==> src/pkg/swk_defines.svh <==
// Offsets, field positions and reset values of the standby wake source block.
`ifndef SWK_DEFINES_SVH
`define SWK_DEFINES_SVH
`define SWK_NSRC 4
`define SWK_ADDR_W 8
`define SWK_OFS_MODE 8'h00
`define SWK_OFS_CLEAR 8'h04
`define SWK_OFS_STATUS 8'h08
`define SWK_SRC_STRIDE 8
`define SWK_SEL_LSB 4
`define SWK_SEEN_LSB 2
`define SWK_EN_BIT 0
`define SWK_SEL_RST 3'h2
`define SWK_SEEN_RST 2'h0
`define SWK_EN_RST 1'h0
`define SWK_RESP_OKAY 2'h0
`define SWK_RESP_SLVERR 2'h2
`endif

==> src/pkg/swk_pkg.sv <==
// Types shared by the standby wake source modules.
package swk_pkg;
  typedef enum logic [2:0] {
    SWK_TRIG_LOW  = 3'h0,
    SWK_TRIG_HIGH = 3'h1,
    SWK_TRIG_FALL = 3'h2,
    SWK_TRIG_RISE = 3'h3,
    SWK_TRIG_BOTH = 3'h4
  } swk_trig_t;
  typedef logic [1:0] swk_seen_t;
endpackage : swk_pkg

==> src/pkg/swk_det_if.sv <==
// Connection between the register slave and the wake detectors.
`timescale 1ns/1ps
interface swk_det_if;
  logic [3:0][2:0] sel;
  logic [3:0] en;
  logic [3:0] clr;
  logic [3:0] req;
  logic [3:0][1:0] seen;
  modport ctl (output sel, output en, output clr, input req, input seen);
  modport det (input sel, input en, input clr, output req, output seen);
endinterface : swk_det_if

==> src/rtl/swk_detect.sv <==
// Pin synchronisers and level or edge wake detectors for the four sources.
`timescale 1ns/1ps
`include "swk_defines.svh"
module swk_detect
  import swk_pkg::*;
(
  input wire logic clk,
  input wire logic rst_b,
  input wire logic ce,
  input wire logic [3:0] pin,
  swk_det_if.det dif
);
  logic [3:0] s1_q, s1_d, s2_q, s2_d, s3_q, s3_d;
  logic [3:0] req_q, req_d;
  logic [3:0][1:0] seen_q, seen_d;

  // Decides whether one synchronised pin meets its selected condition; reserved codes never fire.
  function automatic logic trig_hit(input logic [2:0] sel, input logic lvl, input logic prev);
    case (sel)
      SWK_TRIG_LOW: trig_hit = !lvl;
      SWK_TRIG_HIGH: trig_hit = lvl;
      SWK_TRIG_FALL: trig_hit = prev && !lvl;
      SWK_TRIG_RISE: trig_hit = !prev && lvl;
      SWK_TRIG_BOTH: trig_hit = prev != lvl;
      default: trig_hit = 1'b0;
    endcase
  endfunction : trig_hit

  // Next values; a detection in the clear cycle wins so no wake event is lost.
  always_comb begin
    s1_d = pin;
    s2_d = s1_q;
    s3_d = s2_q;
    for (int i = 0; i < `SWK_NSRC; i++) begin
      req_d[i] = (dif.en[i] && trig_hit(dif.sel[i], s2_q[i], s3_q[i])) || (req_q[i] && !dif.clr[i]);
      seen_d[i] = dif.clr[i] ? `SWK_SEEN_RST : seen_q[i];
      if (dif.en[i] && dif.sel[i] == SWK_TRIG_BOTH) begin
        seen_d[i] = seen_d[i] | {s3_q[i] && !s2_q[i], !s3_q[i] && s2_q[i]};
      end
    end
  end

  // Registers; the first stage only feeds the second, edges come from stages two and three.
  always_ff @(posedge clk or negedge rst_b) begin
    if (!rst_b) begin
      s1_q <= 4'h0;
      s2_q <= 4'h0;
      s3_q <= 4'h0;
      req_q <= 4'h0;
      seen_q <= '0;
    end else if (ce) begin
      s1_q <= s1_d;
      s2_q <= s2_d;
      s3_q <= s3_d;
      req_q <= req_d;
      seen_q <= seen_d;
    end
  end

  assign dif.req = req_q;
  assign dif.seen = seen_q;
endmodule : swk_detect

==> src/rtl/swk_top.sv <==
// AXI4-Lite register slave for the standby wake source configuration.
//
// The implementer's own choices: the AXI4-Lite register port and the register offsets.
`timescale 1ns/1ps
`include "swk_defines.svh"
// Summary of operation
// - Selector codes: 000 low, 001 high, 010 fall, 011 rise, 100 both edges.
// - Read-only seen-edge field: 01 rise, 10 fall, 11 both, 00 none.
// - Per-source enable bit gates new detections, not a pending request; source 3 at bit 24.
// - Source 2 selector 22-20, seen 19-18, enable 16; source 3 selector 30-28.
// - Sources 1 and 0 repeat the layout in the low half-word.
// - Seen-edge valid only in both-edges mode; cleared with the request clear.
module swk_top
  import swk_pkg::*;
(
  input wire logic SYS_CLK,
  input wire logic RST_B,
  input wire logic CLK_EN,
  input wire logic [3:0] EXT_INT,
  output logic [3:0] WAKE_REQ,
  input wire logic [`SWK_ADDR_W-1:0] S_AXI_AWADDR,
  input wire logic S_AXI_AWVALID,
  output logic S_AXI_AWREADY,
  input wire logic [31:0] S_AXI_WDATA,
  input wire logic [3:0] S_AXI_WSTRB,
  input wire logic S_AXI_WVALID,
  output logic S_AXI_WREADY,
  output logic [1:0] S_AXI_BRESP,
  output logic S_AXI_BVALID,
  input wire logic S_AXI_BREADY,
  input wire logic [`SWK_ADDR_W-1:0] S_AXI_ARADDR,
  input wire logic S_AXI_ARVALID,
  output logic S_AXI_ARREADY,
  output logic [31:0] S_AXI_RDATA,
  output logic [1:0] S_AXI_RRESP,
  output logic S_AXI_RVALID,
  input wire logic S_AXI_RREADY
);
  swk_det_if dif ();

  logic aw_have_q, aw_have_d, w_have_q, w_have_d;
  logic [`SWK_ADDR_W-1:0] aw_addr_q, aw_addr_d;
  logic [31:0] w_data_q, w_data_d;
  logic [3:0] w_strb_q, w_strb_d;
  logic bvalid_q, bvalid_d, rvalid_q, rvalid_d;
  logic [1:0] bresp_q, bresp_d, rresp_q, rresp_d;
  logic [31:0] rdata_q, rdata_d;
  logic [3:0][2:0] sel_q, sel_d;
  logic [3:0] en_q, en_d, clr_d;
  logic [31:0] mode_word, wr_word;
  logic do_write;

  // True when the word address names one of the three registers.
  function automatic logic addr_hit(input logic [`SWK_ADDR_W-1:0] a);
    addr_hit = a == `SWK_OFS_MODE || a == `SWK_OFS_CLEAR || a == `SWK_OFS_STATUS;
  endfunction : addr_hit

  // Applies byte strobes to an old word, used for the mode register only.
  function automatic logic [31:0] merge(input logic [31:0] old, input logic [31:0] nw, input logic [3:0] strb);
    for (int b = 0; b < 4; b++) begin
      merge[b*8 +: 8] = strb[b] ? nw[b*8 +: 8] : old[b*8 +: 8];
    end
  endfunction : merge

  // Assembles the mode register; reserved and undefined bits read as zero.
  always_comb begin
    mode_word = 32'h0;
    for (int i = 0; i < `SWK_NSRC; i++) begin
      mode_word[i*`SWK_SRC_STRIDE + `SWK_SEL_LSB +: 3] = sel_q[i];
      mode_word[i*`SWK_SRC_STRIDE + `SWK_SEEN_LSB +: 2] = dif.seen[i];
      mode_word[i*`SWK_SRC_STRIDE + `SWK_EN_BIT] = en_q[i];
    end
  end

  // Handshake readies; everything stalls while the clock enable is low.
  assign S_AXI_AWREADY = CLK_EN && !aw_have_q && !bvalid_q;
  assign S_AXI_WREADY = CLK_EN && !w_have_q && !bvalid_q;
  assign S_AXI_ARREADY = CLK_EN && !rvalid_q;
  assign do_write = aw_have_q && w_have_q && !bvalid_q;
  assign wr_word = merge(mode_word, w_data_q, w_strb_q);

  // Write channel next values: address and data are taken in either order.
  always_comb begin
    aw_have_d = aw_have_q;
    aw_addr_d = aw_addr_q;
    w_have_d = w_have_q;
    w_data_d = w_data_q;
    w_strb_d = w_strb_q;
    bvalid_d = bvalid_q;
    bresp_d = bresp_q;
    if (S_AXI_AWVALID && S_AXI_AWREADY) begin
      aw_have_d = 1'b1;
      aw_addr_d = {S_AXI_AWADDR[`SWK_ADDR_W-1:2], 2'h0};
    end
    if (S_AXI_WVALID && S_AXI_WREADY) begin
      w_have_d = 1'b1;
      w_data_d = S_AXI_WDATA;
      w_strb_d = S_AXI_WSTRB;
    end
    if (do_write) begin
      aw_have_d = 1'b0;
      w_have_d = 1'b0;
      bvalid_d = 1'b1;
      bresp_d = (addr_hit(aw_addr_q) && aw_addr_q != `SWK_OFS_STATUS) ? `SWK_RESP_OKAY : `SWK_RESP_SLVERR;
    end else if (bvalid_q && S_AXI_BREADY) begin
      bvalid_d = 1'b0;
    end
  end

  // Register next values; the clear register is write-one pulses and stores nothing.
  always_comb begin
    sel_d = sel_q;
    en_d = en_q;
    clr_d = 4'h0;
    if (do_write && aw_addr_q == `SWK_OFS_MODE) begin
      for (int i = 0; i < `SWK_NSRC; i++) begin
        // Selector and enable are taken as written; ordering them is left to software.
        sel_d[i] = wr_word[i*`SWK_SRC_STRIDE + `SWK_SEL_LSB +: 3];
        en_d[i] = wr_word[i*`SWK_SRC_STRIDE + `SWK_EN_BIT];
      end
    end
    if (do_write && aw_addr_q == `SWK_OFS_CLEAR && w_strb_q[0]) begin
      clr_d = w_data_q[3:0];
    end
  end

  // Read channel next values; unmapped reads answer zero with a slave error.
  always_comb begin
    rvalid_d = rvalid_q;
    rdata_d = rdata_q;
    rresp_d = rresp_q;
    if (S_AXI_ARVALID && S_AXI_ARREADY) begin
      rvalid_d = 1'b1;
      rresp_d = addr_hit({S_AXI_ARADDR[`SWK_ADDR_W-1:2], 2'h0}) ? `SWK_RESP_OKAY : `SWK_RESP_SLVERR;
      case ({S_AXI_ARADDR[`SWK_ADDR_W-1:2], 2'h0})
        `SWK_OFS_MODE: rdata_d = mode_word;
        `SWK_OFS_STATUS: rdata_d = {28'h0, dif.req};
        default: rdata_d = 32'h0;
      endcase
    end else if (rvalid_q && S_AXI_RREADY) begin
      rvalid_d = 1'b0;
    end
  end

  // All slave state registers; the clear pulse lasts one enabled cycle.
  always_ff @(posedge SYS_CLK or negedge RST_B) begin
    if (!RST_B) begin
      aw_have_q <= 1'b0;
      aw_addr_q <= '0;
      w_have_q <= 1'b0;
      w_data_q <= 32'h0;
      w_strb_q <= 4'h0;
      bvalid_q <= 1'b0;
      bresp_q <= `SWK_RESP_OKAY;
      rvalid_q <= 1'b0;
      rdata_q <= 32'h0;
      rresp_q <= `SWK_RESP_OKAY;
      sel_q <= {4{`SWK_SEL_RST}};
      en_q <= {4{`SWK_EN_RST}};
      dif.clr <= 4'h0;
    end else if (CLK_EN) begin
      aw_have_q <= aw_have_d;
      aw_addr_q <= aw_addr_d;
      w_have_q <= w_have_d;
      w_data_q <= w_data_d;
      w_strb_q <= w_strb_d;
      bvalid_q <= bvalid_d;
      bresp_q <= bresp_d;
      rvalid_q <= rvalid_d;
      rdata_q <= rdata_d;
      rresp_q <= rresp_d;
      sel_q <= sel_d;
      en_q <= en_d;
      dif.clr <= clr_d;
    end
  end

  assign dif.sel = sel_q;
  assign dif.en = en_q;
  assign S_AXI_BVALID = bvalid_q;
  assign S_AXI_BRESP = bresp_q;
  assign S_AXI_RVALID = rvalid_q;
  assign S_AXI_RDATA = rdata_q;
  assign S_AXI_RRESP = rresp_q;
  assign WAKE_REQ = dif.req;

  // The detectors see the raw pins; synchronisation happens inside.
  swk_detect u_detect (
    .clk(SYS_CLK),
    .rst_b(RST_B),
    .ce(CLK_EN),
    .pin(EXT_INT),
    .dif(dif)
  );
endmodule : swk_top

==> config.mk <==
export PLATFORM = sky130hd
export DESIGN_NAME = swk_top
export DESIGN_NICKNAME = d
export VERILOG_FILES = /design/src/pkg/swk_pkg.sv /design/src/pkg/swk_det_if.sv /design/src/rtl/swk_detect.sv /design/src/rtl/swk_top.sv
export VERILOG_INCLUDE_DIRS = /design/src /design/src/pkg
export SDC_FILE = /design/constraint.sdc
export NUM_CORES = 1
export LEC_CHECK = 0
export BUFFER_PORTS_ARGS = -buffer_cell sky130_fd_sc_hd__buf_4
export CAP_MARGIN = 20
export CORE_ASPECT_RATIO = 1.2
export CORE_MARGIN = 1.5
export CORE_UTILIZATION = 30
export CTS_CLUSTER_DIAMETER = 150
export CTS_CLUSTER_SIZE = 24
export DETAILED_ROUTE_END_ITERATION = 16
export PLACE_DENSITY = 0.46
export SLEW_MARGIN = 20
export SYNTH_ARGS = -nofsm -noshare
export SYNTH_HDL_FRONTEND = slang
export SYNTH_HIERARCHICAL = 1
export SYNTH_SLANG_ARGS = --single-unit
==> constraint.sdc <==
create_clock -name SYS_CLK -period 4.2 [get_ports SYS_CLK]
set_clock_uncertainty 0.05 [all_clocks]
set_input_delay 0.21 -clock SYS_CLK [delete_from_list [all_inputs] [get_ports SYS_CLK]]
set_output_delay 0.21 -clock SYS_CLK [all_outputs]
set_load 0.1 [all_outputs]
# Yosys cells after proc, flatten, opt, wreduce, memory -nomap -nowiden
# Cells that the tools add are included.
# Widths: inputs -> output; s select.
# op_classes
addsub	0
multipliers	0
n_div	0
order_cmp	0
eq_ne	25
n_shift	0
muxes	24
bitwise	4
n_reduce_logical	82
# ops
cell	n
$pmux 31 s2	1
$logic_and 1x1->1	36
$eq 3x2->1 const B	8
$mux 2	10
$pmux 1 s5	4
$logic_not 1->1	16
$reduce_and 2->1	8
$eq 3x1->1 const B	4
$eq 3x3->1 const B	4
$eq 6x1->1 const B	2
$eq 6x2->1 const B	2
$logic_not 3->1	4
$reduce_and 3->1	4
$logic_not 8->1	1
$logic_or 1x1->1	8
$mux 1	8
$or 2x2->2	4
$reduce_bool 2->1	4
$logic_not 6->1	1
$ne 6x2->1 const B	1
$mux 4	1
$ne 1x1->1	4
# word_totals
reg_bits	125
latch_bits	0
ramBits	0
mem_bits_ro	0
in_bits	64
output_inout_bits	45
wordCells	162
n_memories	0

# Logic depth before layout (Yosys ltp)
# depth
depth_word	6
depth_mapped	5

# By module
# Netlist, hierarchy kept.
# modules_own_cells
mod	n_inst	cells_each	area_per_inst_um2	seq_area_each_um2
swk_top	1	255	3428.3	2006.9
swk_detect	1	114	1231.2	600.6

# Worst setup path before layout
# No wires, ideal clock.
# synth_timing
path_kind	reg-to-output
startpoint	reg bvalid_q (netlist: S_AXI_BVALID)
endpoint	out S_AXI_AWREADY
t_arrival_ps	2392
setup_slack_ps	1548
path_stages_with_launch	3
path_buffers	0
path_cell_list	dfrtp_1 -> nand2b_1 -> nor2_1
# synth_via
elab_chain_cells	2
# synth_lines
item	line_no	rtl
start, declared	swk_top.sv:45	logic bvalid_q, bvalid_d, rvalid_q, rvalid_d;
start signal, assigned	swk_top.sv:167	bvalid_q <= bvalid_d;
$logic_not 1->1	swk_top.sv:76	assign S_AXI_AWREADY = CLK_EN && !aw_have_q && !bvalid_q;
$logic_and 1x1->1	swk_top.sv:76	
end, declared	swk_top.sv:23	output logic S_AXI_AWREADY,
# No other way between the ends.

# Worst setup path after layout
# layout_timing
startpoint	reg aw_addr_q[5]
endpoint	reg sel_q, in the netlist dif.sel[9]
# layout_via
elab_chain_cells	3
# layout_lines
item	line_no	rtl
start, declared	swk_top.sv:42	logic [`SWK_ADDR_W-1:0] aw_addr_q, aw_addr_d;
start signal, assigned	swk_top.sv:163	aw_addr_q <= aw_addr_d;
$logic_not 8->1 (no source line)	n/a	
$logic_and 1x1->1 (no source line)	n/a	
$reduce_and 3->1 (no source line)	n/a	
end signal, assigned	swk_top.sv:158	sel_q <= {4{`SWK_SEL_RST}};
end signal, assigned	swk_top.sv:172	sel_q <= sel_d;
end, declared	swk_top.sv:48	logic [3:0][2:0] sel_q, sel_d;
# No other way between the ends.
# A chain may end at the register's enable or synchronous reset.

==> run_results.csv <==
group,metric,value,unit
status,status,"complete, but fails checks",
status,violations,"negative hold slack",
logic_synthesis,synth_edf_count,0,
global_routing,grt_usage,12.6,%
worst_setup_path,crit_family,"simple AND/OR/NAND/NOR gates",
floorplanning,start_util,30.9,%
routing,wirelength,9.76,mm
timing,rsz0062_at_grt,"false",
job,maxCapViolations,0,
floorplanning,rows,49,
worst_setup_path,critPathSlowestCell,"or4_4",
clock_network,postCtsHoldBufs,0,
logic_synthesis,synthArstFlopShare,100,%
global_routing,grt_pass1_vias,2950,
floorplanning,dieArea,16300,sq um
timing,relSlewSlack,37.7,%
logic_synthesis,yosysUniqueCellTypes,42,
global_routing,gr-total-overflow,0,
worst_setup_path,end_kind,"flip-flop",
floorplanning,die_w,117,um
timing,fin_setup_tns,0,ps
cells_and_area,diodes,0,
worst_setup_path,worst-path-buf-inv,0,
clock_network,postCtsSetupBuffers,0,
floorplanning,ios,109,
placed_design,hpwl,6.98,mm
clock_network,cts_buffers,9,
timing,fmax,493,MHz
logic_synthesis,syn_area,4660,sq um
power,ir_drop,333,uV
logic_synthesis,yosysMostFrequentCell,"dfrtp_1",
placed_design,place_congestion,0.742,
routing,wl_per_cell,14.8,um
global_routing,grt_pass1_wl,15.8,mm
logic_synthesis,syn_inst,369,
routing,drtAntennaViolNets,0,
worst_setup_path,cp.required,4370,ps
logic_synthesis,synth_area_leader_cell,"dfrtp_1",
routing,dr.pass1.iters,4,
clock_network,htreeDepth,3,
timing,finalSetupViolCount,0,
clock_network,cts_sinks,104,
logic_synthesis,synth_seq_cells,104,
clock_network,cts_root_buf,"clkbuf_16",
routing,drcViolationCount,0,
timing,hold_viol_final,50,
routing,viasPerCell,4.60,
timing,setup_slack,2170,ps
worst_setup_path,cpPeakStageDelay,630,ps
clock_network,cts_tree,"done",
logic_synthesis,yosysTopAreaCellShare,53.7,%
clock_network,cts.path.max_buffers,2,
placed_design,io_buffers,82,
placed_design,pre_cts_ws,1860,ps
logic_synthesis,seq_area_frac_synth,56.0,%
worst_setup_path,path_class,"flip-flop to flip-flop",
logic_synthesis,synth_warnings,6,
cells_and_area,nNetsFinal,523,
clock_network,clk_latency,340,ps
timing,maxSlewViolCount,0,
logic_synthesis,yosys_most_used_dff,"dfrtp_1",
floorplanning,core,15100,sq um
clock_network,clk_pin_slew_worst_paths,70,ps
logic_synthesis,synth.area.top_cells,"dfrtp_1 (54%), mux2_1 (13%), a31o_1 (3.9%)",
timing,worst_hold_slack,-37.3,ps
logic_synthesis,avgSynthCellArea,12.6,sq um
timing,fin_crit,2030,ps
worst_setup_path,worst-path-max-fanout,6,
cells_and_area,drive_above_1_share,26.5,%
global_routing,antenna_found_initial,0,
timing,period_share,48.3,%
floorplanning,fp.dieH,140,um
cells_and_area,syn_to_final_growth,24.2,%
global_routing,grt_max_degree,73,
logic_synthesis,synth_commonest_cells,"dfrtp_1 (100), mux2_1 (52), nand2_1 (34)",
routing,vias,3035,
clock_network,cts_resized,0,
power,p_leak,0.00271,uW
worst_setup_path,critPathLaunchType,"flip-flop",
cells_and_area,fillers,1533,
power,power_density,566,nW/um^2
routing,first_iter_violations,123,
worst_hold_path,min-delay-path-class,"input pin to asynchronous set/reset pin",
worst_setup_path,cp_cell_sequence,"or4_4 > nor4_4 > mux2_1",
worst_setup_path,crit_arrival,2200,ps
timing,worst_pin_slew,935,ps
[cells by family after synthesis]
| group | Yosys count | share of synthesized area, % |
|---|---|---|
| muxes | 57 | 13.6 |
| DFF | 104 | 56.0 |
| and+or+nand+nor | 101 | 13.5 |
| xor gates and xnor gates | 4 | 0.752 |
| AOI/OAI and AO/OA | 57 | 9.75 |
| adders and majority gates | 8 | 2.15 |
| other | 1 | 0.0805 |
| buffers and inverters | 37 | 4.22 |
[sequential cells by signal, indices dropped and copies added, names as in the netlist, 4 cells and up]
register,flops
u_detect/s1_q,4
u_detect/dif.req,4
dif.sel,12
S_AXI_RDATA,25
aw_addr_q,6
w_data_q,19
dif.clr,4
u_detect/s2_q,4
u_detect/s3_q,4
u_detect/dif.seen,8
dif.en,4
w_strb_q,4
[layout by cell type (no fill, tap or decap), drive strengths merged]
cell type / n
a21oi: 3
a221o: 1
a22o: 8
a31o: 21
and2: 22
and3: 1
and4: 3
buf: 87
bufinv: 2
clkbuf: 11
clkinv: 1
clkinvlp: 2
conb: 9
dfrtp: 100
dfstp: 4
ha: 8
inv: 13
mux2: 52
mux2i: 5
nand2: 34
nand2b: 5
nand3: 3
nand3b: 1
nand4: 1
nand4b: 1
nor2: 10
nor2b: 2
nor3: 4
nor3b: 5
nor4: 4
nor4b: 1
o21ai: 10
o22ai: 4
o31ai: 10
or2: 1
or4: 3
xnor2: 3
xor2: 1
[worst paths after layout]
path,cells after the start,to,startpoint,slack [ps]
setup / recovery,3,dif.sel[9],aw_addr_q[5],2170
hold / removal,1,aw_addr_q[3],RST_B,-40
setup reg to reg,3,dif.sel[9],aw_addr_q[5],2170
hold reg to reg,2,u_detect/s2_q[3],u_detect/s1_q[3],420
max in group asynchronous,2,dif.sel[7],RST_B,3080
min in group SYS_CLK,2,aw_addr_q[5],S_AXI_AWADDR[5],30
[layer usage]
metal	vias to the layer above	GRT usage (%)	part of all wire, %
li1	1451	-	-
met5	-	0	0
met4	0	3.80	1.3
met3	7	4.53	7.8
met1	1496	17.2	47
met2	81	18.6	44
[per-stage QoR]
stage	total power (uW)	instance area (sq um)	util, %	std cells
after CTS	3330	5780	38.3	659
final	3280	5790	38.4	660
after global placement	2390	5450	36.2	643
after detailed placement	2410	5450	36.2	643
after global routing	3470	5790	38.4	660
after floorplan	2150	4690	-	377
[final cells by class]
type	count	area [sq um]	share of cell area, %
multi-input combinational	236	1900	32.8
clock inverter	5	80.1	1.38
clock buffer	11	243	4.19
timing repair buffer	87	657	11.3
sequential	104	2610	45.0
tap	204	255	4.41
inverter	13	48.8	0.843
[report_power, final]
group	internal [uW]	switching (uW)
Sequential	1260	240
Combinational	307	569
Clock	538	363
Power figures use the tool's default switching activity.
